`config.mk`:
```
export PLATFORM = sky130hd
export DESIGN_NAME = spics_top
export DESIGN_NICKNAME = d
export VERILOG_FILES = /design/src/rtl/spics_pkg.sv /design/src/rtl/spics_top.sv /design/src/rtl/spics_shift.sv
export VERILOG_INCLUDE_DIRS = /design/src /design/src/rtl
export SDC_FILE = /design/constraint.sdc
export NUM_CORES = 1
export LEC_CHECK = 0
export ABC_AREA = 1
export BUFFER_PORTS_ARGS = -buffer_cell sky130_fd_sc_hd__buf_2
export CORE_ASPECT_RATIO = 1.75
export CORE_MARGIN = 2
export CORE_UTILIZATION = 45
export DETAILED_ROUTE_END_ITERATION = 10
export MAX_ROUTING_LAYER = met4
export PLACE_DENSITY = 0.7
export SLEW_MARGIN = 20
export SYNTH_ARGS = -nofsm -noshare
export SYNTH_HDL_FRONTEND = slang
export SYNTH_SLANG_ARGS = --single-unit
export TNS_END_PERCENT = 1
```
`constraint.sdc`:
```
create_clock -name aclk -period 4.56 [get_ports aclk]
set_input_delay 0.228 -clock aclk [delete_from_list [all_inputs] [get_ports aclk]]
set_output_delay 0.228 -clock aclk [all_outputs]
set_load 0.02 [all_outputs]
```
`src/rtl/spics_defs.svh`:
```
`ifndef SPICS_DEFS_SVH
`define SPICS_DEFS_SVH

// ----------------------------------------
// Register byte offsets
// ----------------------------------------
`define SPICS_CTRL_OFS 8'h00
`define SPICS_BUF_OFS 8'h04
`define SPICS_STAT_OFS 8'h08
`define SPICS_CLR_OFS 8'h0c
`define SPICS_IEN_OFS 8'h10
`define SPICS_GPIO_OFS 8'h14

// ----------------------------------------
// Control fields and reset values
// ----------------------------------------
`define SPICS_WRITE_COLLISION_FLAG_BIT 7
`define SPICS_OVF_BIT 6
`define SPICS_EN_BIT 5
`define SPICS_CKP_BIT 4
`define SPICS_CTRL_RST 8'h00
`define SPICS_GPIO_RST 8'h00

// ----------------------------------------
// Mode field encodings
// ----------------------------------------
`define SPICS_MODE_M16 4'h1
`define SPICS_MODE_M64 4'h2
`define SPICS_MODE_MTMR 4'h3
`define SPICS_MODE_SSS 4'h4
`define SPICS_MODE_SNOSS 4'h5

// ----------------------------------------
// Clock division ratios
// ----------------------------------------
`define SPICS_DIV16 16
`define SPICS_DIV64 64

// ----------------------------------------
// Interrupt status bits
// ----------------------------------------
`define SPICS_IRQ_DONE 0
`define SPICS_IRQ_WRITE_COLLISION_FLAG 1
`define SPICS_IRQ_OVF 2

`endif

```
`src/rtl/spics_pkg.sv`:
```
// ----------------------------------------
// Shared types
// ----------------------------------------
package spics_pkg;

    // Register selected by a bus address
    typedef enum logic [2:0] {
        SPICS_R_CTRL,
        SPICS_R_BUF,
        SPICS_R_STAT,
        SPICS_R_CLR,
        SPICS_R_IEN,
        SPICS_R_GPIO,
        SPICS_R_NONE
    } spics_reg_e;

    // Four-bit mode field
    typedef logic [3:0] spics_mode_t;

endpackage

```
`src/rtl/spics_top.sv`:
```
// The address map and the AXI4-Lite slave port are this design's own decisions.
`timescale 1ns/1ps
`default_nettype none
`include "spics_defs.svh"
// ----------------------------------------
// Serial port control and status block
// ----------------------------------------
module spics_top
    import spics_pkg::*;
#(
    parameter int ADDR_W = 8
)
(
    input wire logic aclk,
    input wire logic aresetn,
    input wire logic [ADDR_W-1:0] awaddr,
    input wire logic awvalid,
    output logic awready,
    input wire logic [31:0] wdata,
    input wire logic [3:0] wstrb,
    input wire logic wvalid,
    output logic wready,
    output logic [1:0] bresp,
    output logic bvalid,
    input wire logic bready,
    input wire logic [ADDR_W-1:0] araddr,
    input wire logic arvalid,
    output logic arready,
    output logic [31:0] rdata,
    output logic [1:0] rresp,
    output logic rvalid,
    input wire logic rready,
    input wire logic timer_two_pulse,
    input wire logic sck_i,
    output logic sck_o,
    output logic sck_oe,
    input wire logic sdo_i,
    output logic sdo_o,
    output logic sdo_oe,
    input wire logic sdi_i,
    output logic sdi_o,
    output logic sdi_oe,
    input wire logic ss_n_i,
    output logic ss_n_o,
    output logic ss_n_oe,
    output logic irq
);

    // ----------------------------------------
    // Address decode
    // ----------------------------------------
    function automatic spics_reg_e decode(input logic [ADDR_W-1:0] a);
        logic [7:0] o;
        o = 8'(a);
        unique case (o)
            `SPICS_CTRL_OFS: decode = SPICS_R_CTRL;
            `SPICS_BUF_OFS: decode = SPICS_R_BUF;
            `SPICS_STAT_OFS: decode = SPICS_R_STAT;
            `SPICS_CLR_OFS: decode = SPICS_R_CLR;
            `SPICS_IEN_OFS: decode = SPICS_R_IEN;
            `SPICS_GPIO_OFS: decode = SPICS_R_GPIO;
            default: decode = SPICS_R_NONE;
        endcase
    endfunction

    // Master modes drive the serial clock
    function automatic logic is_master(input spics_mode_t m);
        is_master = (m == `SPICS_MODE_M16) || (m == `SPICS_MODE_M64)
            || (m == `SPICS_MODE_MTMR);
    endfunction

    // Slave modes take the clock from the pin
    function automatic logic is_slave(input spics_mode_t m);
        is_slave = (m == `SPICS_MODE_SSS) || (m == `SPICS_MODE_SNOSS);
    endfunction

    // ----------------------------------------
    // Declarations
    // ----------------------------------------
    logic aw_held, w_held; // Write halves captured
    logic [ADDR_W-1:0] aw_addr; // Held write address
    logic [7:0] w_data; // Held write data, low lane
    logic w_lane0; // Low byte lane enabled
    logic wr_fire; // Both halves present
    spics_reg_e wr_reg, rd_reg; // Decoded targets
    logic wr_ctrl, wr_buf, wr_clr, wr_ien, wr_gpio;
    logic rd_buf; // Buffer read, frees it
    logic [31:0] next_rdata; // Read mux result

    logic port_en, clock_idle_polarity; // Enable and idle level
    spics_mode_t mode; // Mode field
    logic write_collision_flag, ovf; // Sticky control flags
    logic [7:0] rx_buf; // Transfer buffer, read side
    logic buf_full; // Unread byte present
    logic [2:0] irq_stat, irq_en; // Interrupt status, mask
    logic [3:0] gpio_out, gpio_oe; // GPIO drive when free

    logic [3:0] pin_m, pin_s; // Pin synchroniser stages
    logic sck_s, sdi_s, ss_n_s; // Synchronised pin levels
    logic sck_d; // Previous clock pin level

    logic master, slave, selected; // Current role
    logic xfer_active; // Master byte running
    logic [4:0] div_cnt; // Oscillator divider
    logic [4:0] half_last; // Divider end count
    logic tick; // Half-period enable
    logic sck_phase; // Master clock away from idle
    logic lead, trail; // Slave clock edges
    logic run, sample_en, shift_en;
    logic busy, load, coll, done, ovf_evt;
    logic sdo_bit;
    logic [7:0] rx_byte;
    logic mid_busy; // Slave byte under way

    // ----------------------------------------
    // AXI4-Lite write channel
    // ----------------------------------------
    assign awready = !aw_held && !bvalid;
    assign wready = !w_held && !bvalid;
    assign wr_fire = aw_held && w_held && !bvalid;
    assign wr_reg = decode(aw_addr);

    // Address and data are taken in either order
    always_ff @(posedge aclk)
    begin
        if (!aresetn)
        begin
            aw_held <= 1'b0;
            w_held <= 1'b0;
            aw_addr <= '0;
            w_data <= 8'h00;
            w_lane0 <= 1'b0;
        end
        else if (wr_fire)
        begin
            aw_held <= 1'b0;
            w_held <= 1'b0;
        end
        else
        begin
            if (awvalid && awready)
            begin
                aw_held <= 1'b1;
                aw_addr <= awaddr;
            end
            if (wvalid && wready)
            begin
                w_held <= 1'b1;
                w_data <= wdata[7:0];
                w_lane0 <= wstrb[0];
            end
        end
    end

    // Response one cycle after both halves meet
    always_ff @(posedge aclk)
    begin
        if (!aresetn)
        begin
            bvalid <= 1'b0;
            bresp <= 2'b00;
        end
        else if (wr_fire)
        begin
            bvalid <= 1'b1;
            // Unmapped address answers SLVERR
            bresp <= (wr_reg == SPICS_R_NONE) ? 2'b10 : 2'b00;
        end
        else if (bready)
            bvalid <= 1'b0;
    end

    // Strobes; other byte lanes hold nothing
    assign wr_ctrl = wr_fire && w_lane0 && (wr_reg == SPICS_R_CTRL);
    assign wr_buf = wr_fire && w_lane0 && (wr_reg == SPICS_R_BUF);
    assign wr_clr = wr_fire && w_lane0 && (wr_reg == SPICS_R_CLR);
    assign wr_ien = wr_fire && w_lane0 && (wr_reg == SPICS_R_IEN);
    assign wr_gpio = wr_fire && w_lane0 && (wr_reg == SPICS_R_GPIO);

    // ----------------------------------------
    // AXI4-Lite read channel
    // ----------------------------------------
    assign arready = !rvalid;
    assign rd_reg = decode(araddr);
    assign rd_buf = arvalid && arready && (rd_reg == SPICS_R_BUF);

    // Read mux; clear register reads as zero
    always_comb
    begin
        next_rdata = 32'h0000_0000;
        unique case (rd_reg)
            SPICS_R_CTRL: next_rdata[7:0] = {write_collision_flag, ovf, port_en, clock_idle_polarity, mode};
            SPICS_R_BUF: next_rdata[7:0] = rx_buf;
            SPICS_R_STAT: next_rdata[2:0] = irq_stat;
            SPICS_R_IEN: next_rdata[2:0] = irq_en;
            SPICS_R_GPIO: next_rdata[11:0] = {pin_s, gpio_oe, gpio_out};
            SPICS_R_CLR, SPICS_R_NONE: next_rdata = 32'h0000_0000;
        endcase
    end

    // Data registered on acceptance, held until taken
    always_ff @(posedge aclk)
    begin
        if (!aresetn)
        begin
            rvalid <= 1'b0;
            rdata <= 32'h0000_0000;
            rresp <= 2'b00;
        end
        else if (arvalid && arready)
        begin
            rvalid <= 1'b1;
            rdata <= next_rdata;
            rresp <= (rd_reg == SPICS_R_NONE) ? 2'b10 : 2'b00;
        end
        else if (rready)
            rvalid <= 1'b0;
    end

    // ----------------------------------------
    // Control register
    // ----------------------------------------
    always_ff @(posedge aclk)
    begin
        if (!aresetn)
            {port_en, clock_idle_polarity, mode} <= 6'(`SPICS_CTRL_RST);
        else if (wr_ctrl)
        begin
            port_en <= w_data[`SPICS_EN_BIT];
            clock_idle_polarity <= w_data[`SPICS_CKP_BIT];
            mode <= w_data[3:0];
        end
    end

    // Collision flag: writing zero clears, event wins
    always_ff @(posedge aclk)
    begin
        if (!aresetn)
            write_collision_flag <= 1'b0;
        else if (coll)
            write_collision_flag <= 1'b1;
        else if (wr_ctrl && !w_data[`SPICS_WRITE_COLLISION_FLAG_BIT])
            write_collision_flag <= 1'b0;
    end

    // Overflow flag, slave only
    always_ff @(posedge aclk)
    begin
        if (!aresetn)
            ovf <= 1'b0;
        else if (ovf_evt)
            ovf <= 1'b1;
        else if (wr_ctrl && !w_data[`SPICS_OVF_BIT])
            ovf <= 1'b0;
    end

    // ----------------------------------------
    // Transfer buffer
    // ----------------------------------------
    // Host must read each slave byte to avoid overflow
    // A read in the same cycle frees the buffer in time
    assign ovf_evt = done && buf_full && !rd_buf && slave;
    assign busy = master ? xfer_active : run && mid_busy;
    assign coll = wr_buf && port_en && busy;
    assign load = wr_buf && port_en && !busy;

    // Receive side; an overflowed byte never lands
    always_ff @(posedge aclk)
    begin
        if (!aresetn)
        begin
            rx_buf <= 8'h00;
            buf_full <= 1'b0;
        end
        else if (done && !ovf_evt)
        begin
            rx_buf <= rx_byte;
            buf_full <= 1'b1;
        end
        else if (rd_buf)
            buf_full <= 1'b0;
    end

    // ----------------------------------------
    // Interrupts
    // ----------------------------------------
    // Sticky status, write-one clear, set wins
    always_ff @(posedge aclk)
    begin
        if (!aresetn)
            irq_stat <= 3'h0;
        else
            irq_stat <= (irq_stat & ~(wr_clr ? w_data[2:0] : 3'h0))
                | {ovf_evt, coll, done};
    end

    // Enable mask and GPIO drive
    always_ff @(posedge aclk)
    begin
        if (!aresetn)
        begin
            irq_en <= 3'h0;
            {gpio_oe, gpio_out} <= `SPICS_GPIO_RST;
        end
        else
        begin
            if (wr_ien)
                irq_en <= w_data[2:0];
            if (wr_gpio)
                {gpio_oe, gpio_out} <= w_data;
        end
    end

    assign irq = |(irq_stat & irq_en);

    // ----------------------------------------
    // Pin synchronisers
    // ----------------------------------------
    // Only the second stage feeds any logic
    always_ff @(posedge aclk)
    begin
        if (!aresetn)
        begin
            pin_m <= 4'h0;
            pin_s <= 4'h0;
        end
        else
        begin
            pin_m <= {ss_n_i, sdi_i, sdo_i, sck_i};
            pin_s <= pin_m;
        end
    end

    assign sck_s = pin_s[0];
    assign sdi_s = pin_s[2];
    assign ss_n_s = pin_s[3];

    // ----------------------------------------
    // Role and master clock generation
    // ----------------------------------------
    assign master = port_en && is_master(mode);
    assign slave = port_en && is_slave(mode);
    // Select pin gates mode 0100 only
    assign selected = (mode == `SPICS_MODE_SNOSS) || !ss_n_s;

    // Master byte runs from buffer write to last edge
    always_ff @(posedge aclk)
    begin
        if (!aresetn || !master)
            xfer_active <= 1'b0;
        else if (load)
            xfer_active <= 1'b1;
        else if (done)
            xfer_active <= 1'b0;
    end

    // Half period in oscillator cycles
    assign half_last = (mode == `SPICS_MODE_M64) ? 5'((`SPICS_DIV64 / 2) - 1)
        : 5'((`SPICS_DIV16 / 2) - 1);

    // Divider restarts with each byte
    always_ff @(posedge aclk)
    begin
        if (!aresetn || !xfer_active || tick)
            div_cnt <= 5'd0;
        else
            div_cnt <= div_cnt + 5'd1;
    end

    // Timer pulse halves directly, since each toggles the clock
    assign tick = xfer_active && ((mode == `SPICS_MODE_MTMR) ? timer_two_pulse
        : (div_cnt == half_last));

    // Clock phase; back at idle whenever no byte runs
    always_ff @(posedge aclk)
    begin
        if (!aresetn || !xfer_active)
            sck_phase <= 1'b0;
        else if (tick)
            sck_phase <= !sck_phase;
    end

    // ----------------------------------------
    // Slave clock edges
    // ----------------------------------------
    always_ff @(posedge aclk)
    begin
        if (!aresetn)
            sck_d <= 1'b0;
        else
            sck_d <= sck_s;
    end

    // Leading edge leaves the idle level set by polarity
    assign lead = (sck_d == clock_idle_polarity) && (sck_s != clock_idle_polarity);
    assign trail = (sck_d != clock_idle_polarity) && (sck_s == clock_idle_polarity);

    // ----------------------------------------
    // Shift engine
    // ----------------------------------------
    assign run = master ? xfer_active : slave && selected;
    assign sample_en = master ? tick && !sck_phase : lead;
    assign shift_en = master ? tick && sck_phase : trail;

    spics_shift spics_shift_i (
        .aclk(aclk),
        .aresetn(aresetn),
        .run(run),
        .load(load),
        .load_data(w_data),
        .sample_en(sample_en),
        .shift_en(shift_en),
        .sdi(sdi_s),
        .sdo(sdo_bit),
        .mid_byte(mid_busy),
        .done(done),
        .rx_byte(rx_byte)
    );

    // ----------------------------------------
    // Pin takeover
    // ----------------------------------------
    always_comb
    begin
        if (port_en)
        begin
            // Serial pins owned by the port
            sck_o = clock_idle_polarity ^ sck_phase;
            sck_oe = master;
            sdo_o = sdo_bit;
            sdo_oe = master || (slave && selected);
            sdi_o = 1'b0;
            sdi_oe = 1'b0;
            // Select pin stays general purpose in 0101
            ss_n_o = (mode == `SPICS_MODE_SNOSS) ? gpio_out[3] : 1'b0;
            ss_n_oe = (mode == `SPICS_MODE_SNOSS) ? gpio_oe[3] : 1'b0;
        end
        else
        begin
            // All four pins back to GPIO
            {ss_n_o, sdi_o, sdo_o, sck_o} = gpio_out;
            {ss_n_oe, sdi_oe, sdo_oe, sck_oe} = gpio_oe;
        end
    end
endmodule
`default_nettype wire

```
`src/rtl/spics_shift.sv`:
```
`timescale 1ns/1ps
`default_nettype none
// ----------------------------------------
// Eight-bit shift engine, MSB first
// ----------------------------------------
module spics_shift
    import spics_pkg::*;
(
    input wire logic aclk,
    input wire logic aresetn,
    input wire logic run,
    input wire logic load,
    input wire logic [7:0] load_data,
    input wire logic sample_en,
    input wire logic shift_en,
    input wire logic sdi,
    output logic sdo,
    output logic mid_byte,
    output logic done,
    output logic [7:0] rx_byte
);

    logic [7:0] sr; // Serial shift register
    logic rbit; // Bit caught on the sampling edge
    logic [2:0] cnt; // Bits shifted so far
    logic started; // A byte has begun

    // Last bit completes on the eighth shift edge
    assign done = run && shift_en && (cnt == 3'd7);
    assign rx_byte = {sr[6:0], rbit};
    assign sdo = sr[7];
    assign mid_byte = started;

    // Shift register: a load wins over a shift
    always_ff @(posedge aclk)
    begin
        if (!aresetn)
            sr <= 8'h00;
        else if (load)
            sr <= load_data;
        else if (run && shift_en)
            sr <= {sr[6:0], rbit};
    end

    // Sample the input line
    always_ff @(posedge aclk)
    begin
        if (!aresetn)
            rbit <= 1'b0;
        else if (run && sample_en)
            rbit <= sdi;
    end

    // Bit count restarts whenever the engine is stopped
    always_ff @(posedge aclk)
    begin
        if (!aresetn || !run)
            cnt <= 3'd0;
        else if (shift_en)
            cnt <= cnt + 3'd1;
    end

    // Byte in progress, seen as busy for collisions
    always_ff @(posedge aclk)
    begin
        if (!aresetn || !run || done)
            started <= 1'b0;
        else if (sample_en)
            started <= 1'b1;
    end

endmodule
`default_nettype wire

```
# [After elaboration in Yosys (flattened, before gate mapping)]
# Cells that the tools add are included.
[classes] add_sub_neg=2 eq_ne=32 muxes=38 bitwise_logic=7 n_reduce_logical=76
[op_table] cell="case mux 3 bit (6 select lines)" count=3
[op_table] cell="logical AND 1 bit" count=35
[op_table] cell="== test 8 x 4 -> 1 bit, second input constant" count=4
[op_table] cell="== test 8 x 5 -> 1 bit, second input constant" count=4
[op_table] cell="two-way mux 1 bit" count=27
[op_table] cell="== test 3 bit, second input constant" count=7
[op_table] cell="== test 8 x 3 -> 1 bit, second input constant" count=2
[op_table] cell="logical NOT 8 bit" count=2
[op_table] cell="two-way mux 8 bit" count=2
[op_table] cell="logical NOT 1 bit" count=15
[op_table] cell="case mux 5 bit (3 select lines)" count=1
[op_table] cell="nonzero test 2 bit" count=7
[op_table] cell="logical OR 1 bit" count=10
[op_table] cell="== test 3 x 2 -> 1 bit, second input constant" count=3
[op_table] cell="== test 4 x 2 -> 1 bit, second input constant" count=2
[op_table] cell="== test 4 x 3 -> 1 bit, second input constant" count=2
[op_table] cell="bitwise AND 3 bit" count=2
[op_table] cell="== test 3 x 1 -> 1 bit, second input constant" count=2
[op_table] cell="logical NOT 3 bit" count=2
[op_table] cell="adder 5 x 1 -> 5 bit, second input constant" count=1
[op_table] cell="== test 5 bit" count=1
[op_table] cell="two-way mux 5 bit" count=1
[op_table] cell="== test 4 x 1 -> 1 bit, second input constant" count=1
[op_table] cell="two-way mux 2 bit" count=2
[op_table] cell="12 further kinds" count=17
[word_totals] register_bits=97 inputBits=64 out_inout_bits=50 elab_cells=186

# [Depth between registers and ports, before layout]
# Gate-level depths: netlist (run 1).
[logic_depth] word_depth=15 ltp_mapped=12 depth_no_buf=12

# [Modules after synthesis]
# Synthesis (run 1) repeated with hierarchy kept, for this count alone.
[unflattened] hier_cells=624 hier_area_um2=4454.3
[modules_own_cells] module="spics_top" instances=1 cells_per_inst=535 area_per_inst_um2=3779.9 seq_area_each_um2=1641.6
[modules_own_cells] module="spics_shift" instances=1 cells_per_inst=89 area_per_inst_um2=674.4 seq_area_each_um2=260.2

# [Worst setup path before layout (run 1)]
# OpenSTA, ideal clock, no wires.
[synth_timing] path_kind="register to register" startpoint="reg bvalid" endpoint="reg spics_shift_i.sr[7]" setup_ns=0.131 arrival_ns=1.486 required_ns=4.429 slack_ns=2.943 path_stages_with_launch=12 path_buffers=1 synth_period_minus_slack_ns=1.617 cell_sequence="dfxtp_1 nor2_1 nand2_2 nor2_4 nand2_1 nor2_4 nand2_4 buf_6 nand2_1 nand2_1 nand2_1 a21oi_2"
[synth_between] elab_chain_len=7 word_cells_on_any_way=8 classes_between="1 x mux; 7 x reduce/logical"
[synth_rtl] element="start: declaration" line="spics_top.sv:24" source="output logic bvalid,"
[synth_rtl] element="start signal: assignment" line="spics_top.sv:160" source="bvalid <= 1'b0;"
[synth_rtl] element="start signal: assignment" line="spics_top.sv:165" source="bvalid <= 1'b1;"
[synth_rtl] element="start signal: assignment" line="spics_top.sv:170" source="bvalid <= 1'b0;"
[synth_rtl] element="logical NOT 1 bit (*)" line="spics_top.sv:120" source="assign wr_fire = aw_held && w_held && !bvalid;"
[synth_rtl] element="logical AND 1 bit (*)" line="spics_top.sv:120"
[synth_rtl] element="logical AND 1 bit (*) (2 in a row)" line="spics_top.sv:175" source="assign wr_buf = wr_fire && w_lane0 && (wr_reg == SPICS_R_BUF);"
[synth_rtl] element="logical AND 1 bit (*) (2 in a row)" line="spics_top.sv:265" source="assign load = wr_buf && port_en && !busy;"
[synth_rtl] element="two-way mux 8 bit / nonzero test 2 bit (equally long branches)"
[synth_rtl] element="end signal: assignment" line="spics_shift.sv:40" source="sr <= load_data;"
[synth_rtl] element="end signal: assignment" line="spics_shift.sv:42" source="sr <= {sr[6:0], rbit};"
[synth_rtl] element="end: declaration" line="spics_shift.sv:23" source="logic [7:0] sr;"
# Every way passes the cells marked *; elsewhere a longest branch is shown, timed or not.
# A chain may end at the register's enable or synchronous reset.

# [Worst setup path in the final report (run 1)]
[layout_timing] startpoint="reg port_en" endpoint="reg ovf"
[layout_between] elab_chain_len=9 word_cells_on_any_way=12 classes_between="3 x mux; 9 x reduce/logical"
[layout_rtl] element="start: declaration" line="spics_top.sv:90" source="logic port_en, clock_idle_polarity;"
[layout_rtl] element="start signal: assignment" line="spics_top.sv:226" source="{port_en, clock_idle_polarity, mode} <= 6'(`SPICS_CTRL_RST);"
[layout_rtl] element="start signal: assignment" line="spics_top.sv:229" source="port_en <= w_data[`SPICS_EN_BIT];"
[layout_rtl] element="logical AND 1 bit" line="spics_top.sv:342" source="assign slave = port_en && is_slave(mode);"
[layout_rtl] element="logical AND 1 bit" line="spics_top.sv:401" source="assign run = master ? xfer_active : slave && selected;"
[layout_rtl] element="two-way mux 1 bit" line="spics_top.sv:401"
[layout_rtl] element="logical AND 1 bit (2 in a row)" line="spics_shift.sv:29" source="assign done = run && shift_en && (cnt == 3'd7);"
[layout_rtl] element="logical AND 1 bit (2 in a row)" line="spics_top.sv:262" source="assign ovf_evt = done && buf_full && !rd_buf && slave;"
[layout_rtl] element="logical AND 1 bit (*)" line="spics_top.sv:262"
[layout_rtl] element="two-way mux 1 bit / nonzero test 2 bit (equally long branches)"
[layout_rtl] element="end signal: assignment" line="spics_top.sv:250" source="ovf <= 1'b0;"
[layout_rtl] element="end signal: assignment" line="spics_top.sv:252" source="ovf <= 1'b1;"
[layout_rtl] element="end signal: assignment" line="spics_top.sv:254" source="ovf <= 1'b0;"
[layout_rtl] element="end: declaration" line="spics_top.sv:92" source="logic write_collision_flag, ovf;"
# Marked as above.

==> results of run 1 <==
kinds of logic (layout without fill, tap and decap cells):
family / after synthesis / in the layout / synth area share, %
other: 1 / 22 / 0.0861
AO/OA/AOI/OAI: 107 / 107 / 13.2
flip-flops: 95 / 95 / 43.7
buffers and inverters: 104 / 146 / 11.3
AND/OR/NAND/NOR: 301 / 301 / 30.2
adder cells (fa/ha/maj): 3 / 3 / 0.862
XOR/XNOR: 4 / 4 / 0.804
cell usage in the layout, fill, tap and decap left out, types with 2 or more instances in the layout:
cell | Yosys | final
nand2_1 | 131 | 131
nor2_1 | 99 | 99
dfxtp_1 | 95 | 95
buf_2 | 2 | 64
inv_1 | 56 | 56
o21ai_0 | 49 | 49
a21oi_1 | 45 | 45
nand3_1 | 39 | 39
conb_1 | 1 | 22
clkbuf_16 | 0 | 9
inv_2 | 7 | 7
nand4_1 | 5 | 5
nand2_2 | 5 | 5
nor3_1 | 5 | 5
clkinv_2 | 0 | 4
nor2_2 | 3 | 3
nor2_4 | 3 | 3
o211ai_1 | 3 | 3
ha_1 | 3 | 3
a21boi_0 | 2 | 2
xnor2_1 | 2 | 2
xor2_1 | 2 | 2
nand2_4 | 2 | 2
buf_4 | 22 | 2
worst max path at each step:
stage,cells past startpoint,end,startpoint,slack [ns]
detailed placement,9,rx_buf[0],rvalid,2.60
finish,10,ovf,port_en,2.60
floorplan,11,spics_shift_i.sr[7],bvalid,2.94
CTS,9,rx_buf[0],rvalid,2.58
global placement,8,rx_buf[3],rvalid,2.64
global route,9,rx_buf[0],rvalid,2.36
Yosys cell counts (3+ instances only):
library cell,instances,area (um2)
dfxtp_1,95,1900
nand3_1,39,195
nor2_1,99,372
nand4_1,5,31.3
o211ai_1,3,22.5
inv_2,7,26.3
nor3_1,5,25.0
inv_1,56,210
nand2_2,5,31.3
o21ai_0,49,245
clkbuf_1,13,48.8
nand2_1,131,492
ha_1,3,37.5
a21oi_1,45,225
buf_4,22,165
nor2_4,3,33.8
nor2_2,3,18.8
registers in the layout, summed over array words and instances (netlist names), 3 cells and up:
| name | flops |
|---|---|
| aw_addr | 8 |
| div_cnt | 5 |
| gpio_oe | 4 |
| gpio_out | 4 |
| irq_en | 3 |
| irq_stat | 3 |
| mode | 4 |
| pin_m | 4 |
| pin_s | 4 |
| rdata | 12 |
| rx_buf | 8 |
| spics_shift_i.cnt | 3 |
| spics_shift_i.sr | 8 |
| w_data | 8 |
power by group through the flow:
| stage | Sequential (mW) | Clock, mW | Combinational [mW] |
|---|---|---|---|
| final | 0.873 | 0.745 | 0.131 |
| after global routing | 0.875 | 0.790 | 0.149 |
| after CTS | 0.873 | 0.757 | 0.131 |
| after detailed placement | 0.891 | 0 | 0.131 |
| after global placement | 0.890 | 0 | 0.128 |
| after floorplan | 0.886 | 0 | 0.106 |
cell type report:
| type | instances | area, um2 |
|---|---|---|
| Inverter | 64 | 240 |
| Tap cell | 122 | 153 |
| Timing Repair Buffer | 66 | 335 |
| Clock inverter | 6 | 58.8 |
| Multi-Input combinational cell | 437 | 2040 |
| Fill cell | 952 | 4500 |
| Sequential cell | 95 | 1900 |
| Clock buffer | 10 | 239 |
critical path, delay by kind of cell, from the launching register on:
| family | cells | cell delay, ns |
|---|---|---|
| simple gates | 6 | 0.80 |
| compound gates | 1 | 0.15 |
| flops | 1 | 0.51 |
| buf+inv | 3 | 0.42 |
routing by layer:
| layer | routed length, um | share of wire [%] |
|---|---|---|
| met3 | 396 | 3.8 |
| met5 | 0 | 0 |
| met2 | 5490 | 53 |
| met1 | 4050 | 39 |
| met4 | 349 | 3.4 |
metrics by stage:
step	power, mW	utilization (%)	worst slack [ns]
final	1.75	52.5	2.60
after global routing	1.81	52.5	2.36
after CTS	1.76	52.5	2.58
after detailed placement	1.02	49.3	2.60
after global placement	1.02	49.3	2.64
after floorplan	0.992	-	2.94
==> flow_summary.json, run 1 <==
{
  "number_of_warnings_printed_during_yosys_synthesis": 0,
  "max_freq_mhz": 510,
  "synthesis.area_per_instance_um2": 7.08,
  "power.switching_fraction_pct": 24.0,
  "transition_at_the_pin_with_the_smallest_max_transition_slack_ns": 0.705,
  "via_count": 3907,
  "antenna_left": 0,
  "final_area_mm2": 0.00497,
  "rsz0062_at_grt": "no",
  "synth.distinct_cells": 43,
  "max_cap_violations": 0,
  "global_route.overflow_total": 0,
  "cts_tree": "done",
  "cts.sink_count": 95,
  "drc": 0,
  "number_of_global_route_vias_before_repair": 3699,
  "asyncSetResetFlopFracSynth_pct": 0,
  "share_comb_of_total_power_pct": 7.5,
  "gr-max-usage-layer": "met2",
  "power.net_switching_mw": 0.419,
  "die_h_um": 134,
  "initialDrtViolationCount": 208,
  "critical-path-top-cell-by-count": "inv_2",
  "worst-r2r-setup-slack_ns": 2.60,
  "power.static_leakage_nw": 2.33,
  "grt_util_all_layers_pct": 21.0,
  "dp_hpwl_mm": 7.81,
  "avgRoutedWirePerCell_um": 12.9,
  "timing.hold.worst.start": "ss_n_i",
  "h-tree-depth": 3,
  "worstSetupEndpointType": "flip-flop",
  "yosysSeqAreaShare_pct": 43.7,
  "placedCellCount": 784,
  "grt.met3_usage_pct": 3.23,
  "syn-cell-area_mm2": 0.00436,
  "clk_pin_slew_ns": 0.06,
  "power.clock.fraction_pct": 42.6,
  "met1_usage_pct": 21.5,
  "number_of_antenna_violations_at_the_first_check_in_global_routing": 0,
  "r2r.worst_path.cells": 10,
  "grt_start_max_net_pins": 63,
  "cts_buffer_depth": 2,
  "vdd_ir_drop_max_v": 0.000222,
  "worst-setup-path-type": "reg2reg",
  "fp.dieW_um": 78.4,
  "dr.pass1.iters": 4,
  "postSynth.topFlopCell": "dfxtp_1",
  "pin_count": 114,
  "avgViaCountPerCell": 4.88,
  "cts.repair.resized": 0,
  "post-cts-setup-buffers": 0,
  "finalClockSkew_ns": 0.00745,
  "final_cycle_utilization_of_the_critical_path_pct": 43.0,
  "route.final.wire_length_mm": 10.3,
  "post_route_cells_drive_above_1_share_pct": 15.9,
  "floorplan.core_area_mm2": 0.00947,
  "worstHoldPathType": "in2reg",
  "fp.dieArea_mm2": 0.0105,
  "drv_slew": 0,
  "final_period_minus_worst_setup_slack_ns": 1.96,
  "syn2layout_area_growth_pct": 14.1,
  "port_buffers": 64,
  "critical-path-max-stage-delay_ns": 0.51,
  "gpl.final_weighted_congestion": 0.905,
  "timing.final.setup_violations": 0,
  "worstPathMaxFanout": 10,
  "hold_buffers": 0,
  "synth_edf_count": 0,
  "regToRegEndpoint": "ovf",
  "worstPathCellList": "inv_2 -> nor2_2 -> nand2_1 -> nand2_2 -> nand2_2 -> inv_2 -> nand3_1 -> inv_2 -> nand2_1 -> a21oi_1",
  "post_dp_cell_area_mm2": 0.00467,
  "count_of_nets_after_finishing": 740,
  "fin_hold_ws_ns": 0.0638,
  "worst_ep_required_time_ns": 4.84,
  "worstSkewPairLatency_ns": 0.35,
  "min_delay_worst_endpoint": "pin_m[3]",
  "power.density_mw_per_mm2": 352,
  "cts_root_buffer": "clkbuf_16",
  "arrival_ns": 2.23,
  "run_status": "finished, final reports clean",
  "final_sum_of_negative_setup_slack_ns": 0,
  "finalHoldViolCount": 0,
  "worst_setup_path_start_kind": "flip-flop",
  "max-slew-margin-rel_pct": 52.6,
  "antenna_cells_inserted": 0,
  "cell_internal_pwr_mw": 1.33,
  "row_count": 47,
  "globalRouteMet2Util_pct": 38.2,
  "grt_pass1_wl_mm": 16.8,
  "floorplan.initialDensity_pct": 46.0,
  "worst_hold_path_cell_count": 3,
  "critical_path.reg2reg.startpoint": "port_en",
  "worst_path_max_delay_cell": "dfxtp_1",
  "instances_no_fill": 800,
  "power.sequential.fraction_pct": 49.9,
  "postSynthRegisterBits": 95,
  "cts_made_buffers": 9,
  "synthCells": 615
}
(Power assumes the default switching activity.)
==> inputs of run 2 (changes only) <==
==> constraint.sdc (replaced) <==
create_clock -name aclk -period 1.95 [get_ports aclk]
set_input_delay 0.0975 -clock aclk [delete_from_list [all_inputs] [get_ports aclk]]
set_output_delay 0.0975 -clock aclk [all_outputs]
set_load 0.02 [all_outputs]
==> run 2 against run 1 <==
Against the previous run: the run now ends with negative hold slack left; fmax up 13%; global-route usage grew 0.48 points; via count increased by 2.0%; critical path depth grew 1; combinational power is 140% higher; design area rose by 2.0%; register-to-register slack lost 2.4 ns; clock skew is 0.0019 ns lower; first-iteration DRC count shrank 12%; sequential power up 130%; routed wire length is 2.4% higher; utilization up 1.0 points; critical endpoint is now irq_stat[2].
==> flow_summary.json, run 2 (synthesis gave the netlist of run 1 again) <==
{
  "run_status": "finished, violations left",
  "violations": "negative hold slack",
  "worstSkewPairLatency_ns": 0.35,
  "pin_count": 114,
  "rsz0062_at_grt": "no",
  "fp.dieW_um": 78.4,
  "global_route.overflow_total": 0,
  "initialDrtViolationCount": 184,
  "final_cycle_utilization_of_the_critical_path_pct": 88.8,
  "worst_ep_required_time_ns": 2.22,
  "finalHoldViolCount": 1,
  "timing.final.setup_violations": 0,
  "number_of_global_route_vias_before_repair": 3703,
  "cts_buffer_depth": 2,
  "max_freq_mhz": 578,
  "final-seq-area_mm2": 0.00190,
  "final_period_minus_worst_setup_slack_ns": 1.73,
  "final_sum_of_negative_setup_slack_ns": 0,
  "final_area_mm2": 0.00507,
  "dr.pass1.iters": 4,
  "max-slew-margin-rel_pct": 63.5,
  "post_dp_cell_area_mm2": 0.00471,
  "floorplan.initialDensity_pct": 46.0,
  "floorplan.core_area_mm2": 0.00947,
  "die_h_um": 134,
  "number_of_antenna_violations_at_the_first_check_in_global_routing": 0,
  "worst_path_max_delay_cell": "dfxtp_1",
  "layout.cells.most_common": "nand2_1",
  "count_of_nets_after_finishing": 751,
  "route.final.wire_length_mm": 10.5,
  "worst_setup_path_start_kind": "flip-flop",
  "arrival_ns": 2.00,
  "grt_pass1_wl_mm": 17.3,
  "avgViaCountPerCell": 4.91,
  "fin_hold_ws_ns": -0.00320,
  "cts.sink_count": 95,
  "report.power.total_mw": 4.10,
  "grt_start_max_net_pins": 62,
  "power.density_mw_per_mm2": 809,
  "grt_util_all_layers_pct": 21.5,
  "antenna_cells_inserted": 0,
  "pre_cts_slack_ns": 0.171,
  "avgRoutedWirePerCell_um": 13.0,
  "antenna_left": 0,
  "clk_pin_slew_ns": 0.06,
  "worstSetupEndpointType": "flip-flop",
  "post_route_cells_drive_above_1_share_pct": 16.3,
  "worst-setup-path-type": "reg2reg",
  "syn2layout_area_growth_pct": 16.3,
  "via_count": 3986,
  "worstPathCellList": "ha_1 -> nand4_1 -> nand2_1 -> nand2_1 -> nand2_1 -> nand3_2 -> nand2_4 -> nand3_1 -> inv_2 -> nand2_1 -> a21oi_1",
  "power.static_leakage_nw": 2.37,
  "mostFrequentLayoutCells": "nand2_1 (131), nor2_1 (99), dfxtp_1 (94)",
  "row_count": 47,
  "worstPathMaxFanout": 6,
  "cts_tree": "done",
  "drv_slew": 0,
  "largest_register_ffs": 12,
  "largest_register_by_flop_count": "rdata",
  "drc": 0,
  "vdd_ir_drop_max_v": 0.000497,
  "dp_hpwl_mm": 7.91,
  "post-cts-setup-buffers": 0,
  "fp.dieArea_mm2": 0.0105,
  "cts_made_buffers": 9,
  "critical-path-max-stage-delay_ns": 0.35,
  "cts_root_buffer": "clkbuf_16",
  "max_cap_violations": 0,
  "worstHoldPathType": "in2reg",
  "filler_cells": 974,
  "setup_ws_ns": 0.219,
  "finalClockSkew_ns": 0.00553,
  "gpl.final_weighted_congestion": 0.904,
  "critical-path-top-cell-by-count": "nand2_1",
  "transition_at_the_pin_with_the_smallest_max_transition_slack_ns": 0.547,
  "port_buffers": 64,
  "h-tree-depth": 3,
  "multiInputGateArea_mm2": 0.00205
}
[run 2: critical path: cells and delay by family (launching register included)]
kind,cells,cell delay [ns]
AND/OR/NAND/NOR,8,0.84
flip-flops,1,0.35
adder cells (fa/ha/maj),1,0.20
buffers and inverters,1,0.09
AO/OA/AOI/OAI,1,0.18
[run 2: timing repair]
action	CTS	global route
endpoints found under the hold margin	6	0
endpoints found under the setup margin	0	9
gates resized for setup	0	2
hold buffers	6	0
[run 2: through the flow]
step | instances | utilization [%]
2_1_floorplan | 636 | -
3_3_place_gp | 789 | 49.7
3_5_place_dp | 789 | 49.7
4_1_cts | 811 | 53.5
5_1_grt | 811 | 53.5
6_report | 811 | 53.5
[run 2: worst paths after layout]
check        slack, ns  startpoint           to  depth (start not counted)
max               0.22  div_cnt[0]  irq_stat[2]                         11
min             -0.003    wdata[6]    w_data[6]                          3
max reg2reg       0.22  div_cnt[0]  irq_stat[2]                         11
min reg2reg       0.42    pin_m[0]     pin_s[0]                          2
[run 2: layout make-up]
type                            count  share of cell area [%]
Multi-Input combinational cell    437                    40.4
Sequential cell                    95                    37.6
Timing Repair Buffer               77                    8.54
Clock buffer                       12                    4.86
Inverter                           64                    4.74
Tap cell                          122                    3.01
Clock inverter                      4                   0.889
[run 2: where the power goes]
part	internal [mW]	switching, mW	total (mW)
logic	0.101	0.216	0.318
registers	1.99	0.0466	2.04
clock network	1.02	0.720	1.74
total	3.12	0.983	4.10
[run 2: layer usage]
metal / vias to the layer above / wire length (um) / track usage, %
met5: - / 0 / -
met3: 20 / 392 / 3.10
li1: 2049 / - / -
met1: 1819 / 4110 / 22.9
met4: 0 / 274 / 8.58
met2: 98 / 5770 / 39.3
==> inputs of run 3 (changes only) <==
==> constraint.sdc (replaced) <==
create_clock -name aclk -period 1.7 [get_ports aclk]
set_input_delay 0.085 -clock aclk [delete_from_list [all_inputs] [get_ports aclk]]
set_output_delay 0.085 -clock aclk [all_outputs]
set_load 0.02 [all_outputs]
==> run 3 against run 2 <==
Against the previous run: the flow finishes with violations (negative setup slack); highest routed layer unchanged; critical path depth did not move; global-route usage rose by 0.35 points; clock skew rose by 0.0038 ns; register-to-register slack got worse by 0.23 ns; setup slack got worse by 0.23 ns; fmax rose by 1.4%; cell count rose by 2.7%.
==> flow_summary.json, run 3 (synthesis gave the netlist of run 1 again) <==
{
  "run_status": "finished, violations left",
  "violations": "negative setup slack",
  "power.density_mw_per_mm2": 942,
  "number_of_antenna_violations_at_the_first_check_in_global_routing": 0,
  "worstPathMaxFanout": 7,
  "finalHoldViolCount": 0,
  "largest_register_by_flop_count": "rdata",
  "timing.critical_path.buf_inv": 2,
  "floorplan.core_area_mm2": 0.00947,
  "worst_hold_path_cell_count": 3,
  "grt_util_all_layers_pct": 21.8,
  "route.final.wire_length_mm": 10.9,
  "post_route_cells_drive_above_1_share_pct": 19.8,
  "vdd_ir_drop_max_v": 0.000665,
  "cts.sink_count": 95,
  "drc": 0,
  "h-tree-depth": 3,
  "timing.final.setup_violations": 4,
  "worstSkewPairLatency_ns": 0.34,
  "cts_made_buffers": 9,
  "setup_ws_ns": -0.00780,
  "max_freq_mhz": 586,
  "count_of_nets_after_finishing": 773,
  "antenna_left": 0,
  "port_buffers": 64,
  "arrival_ns": 1.98,
  "cts_tree": "done",
  "critical-path-max-stage-delay_ns": 0.34,
  "filler_cells": 884,
  "timing.hold.worst.start": "awaddr[4]",
  "mostFrequentLayoutCells": "nand2_1 (129), nor2_1 (98), dfxtp_1 (92)",
  "worst_setup_path_start_kind": "flip-flop",
  "worst-r2r-setup-slack_ns": -0.008,
  "min_delay_worst_endpoint": "aw_addr[4]",
  "worstSetupEndpointType": "flip-flop",
  "pin_count": 114,
  "global_route.overflow_total": 0,
  "critical_path.reg2reg.startpoint": "mode[2]",
  "initialDrtViolationCount": 228,
  "power.static_leakage_nw": 2.53,
  "number_of_global_route_vias_before_repair": 3852,
  "fp.dieArea_mm2": 0.0105,
  "gpl.final_weighted_congestion": 0.925,
  "cts_buffer_depth": 2,
  "syn2layout_area_growth_pct": 23.8,
  "final-seq-area_mm2": 0.00191,
  "row_count": 47,
  "worstHoldPathType": "in2reg",
  "max_cap_violations": 0,
  "timing.critical_path.max_delay_family": "simple AND/OR/NAND/NOR gates",
  "worstPathCellList": "nor2_4 -> nand2_2 -> nor2_4 -> inv_4 -> nor2_4 -> nand3_2 -> nand2_4 -> nand3_4 -> inv_2 -> nand2_1 -> a21oi_1",
  "final_sum_of_negative_setup_slack_ns": -0.0180,
  "grt_pass1_wl_mm": 17.6,
  "worst-setup-path-type": "reg2reg",
  "via_count": 4092,
  "avgViaCountPerCell": 4.91,
  "die_h_um": 134,
  "final_period_minus_worst_setup_slack_ns": 1.71,
  "clk_pin_slew_ns": 0.07,
  "grt_start_max_net_pins": 60,
  "floorplan.initialDensity_pct": 46.0,
  "finalClockSkew_ns": 0.00929,
  "r2r.worst_path.cells": 11,
  "cts_root_buffer": "clkbuf_16",
  "worst_path_max_delay_cell": "dfxtp_2",
  "final_cycle_utilization_of_the_critical_path_pct": 100,
  "fp.dieW_um": 78.4,
  "avgRoutedWirePerCell_um": 13.1,
  "layout.cells.most_common": "nand2_1",
  "antenna_cells_inserted": 0,
  "drv_slew": 0,
  "worst_ep_required_time_ns": 1.97,
  "critical-path-top-cell-by-count": "nor2_4",
  "largest_register_ffs": 12,
  "report.power.total_mw": 5.08,
  "dr.pass1.iters": 5,
  "multiInputGateArea_mm2": 0.00212,
  "rsz0062_at_grt": "yes",
  "dp_hpwl_mm": 8.12,
  "regToRegEndpoint": "ovf",
  "post-cts-setup-buffers": 0
}
## run 3: routing by layer
metal  part of all wire [%]  track usage (%)
met5                      0                -
met4                    3.1             9.55
met3                    3.7             3.23
met2                     55             40.9
met1                     39             22.0
## run 3: power by group
group	leakage [nW]	total, mW	switching, mW	internal, mW
Clock	0.173	2.35	0.863	1.49
Sequential	0.774	2.34	0.0546	2.29
Combinational	1.58	0.391	0.254	0.137
## run 3: area by class of cell
type	instances	share of cell area, %
clock buffer	10	4.43
inverter	64	4.59
tap	122	2.83
timing repair buffer	98	11.4
multi-input combinational	438	39.3
clock inverter	6	2.16
sequential	95	35.3
## run 3: what timing repair did
item,4_1_cts,5_1_grt
hold endpoints to repair,10,0
endpoints found under the setup margin,0,28
resized for setup,0,20
hold buffers,10,0
## run 3: per-stage QoR
stage	hold slack (ns)	instance area, um2	cells	util (%)	setup slack (ns)
floorplan	0.183	4440	636	-	0.0831
global placement	0.273	4850	806	51.2	0.0985
detailed placement	0.277	4850	806	51.2	0.0440
CTS	0.00207	5310	832	56.0	0.0257
global route	0.0153	5390	833	57.0	-0.129
finish	0.00509	5390	833	57.0	-0.00780
## run 3: tightest hold or removal path, stage by stage
cell and delay (ns):
buf_2 0.07, o21ai_0 0.07, nor2_1 0.08
## run 3: how the worst max path moves through the flow
stage	startpoint	endpoint	slack (ns)	depth (start not counted)
floorplan	bvalid	spics_shift_i.sr[7]	0.08	11
global placement	mode[2]	irq_stat[2]	0.1	11
detailed placement	mode[2]	ovf	0.04	11
CTS	mode[2]	ovf	0.03	11
global route	mode[2]	rx_buf[3]	-0.13	11
finish	mode[2]	ovf	-0.008	11
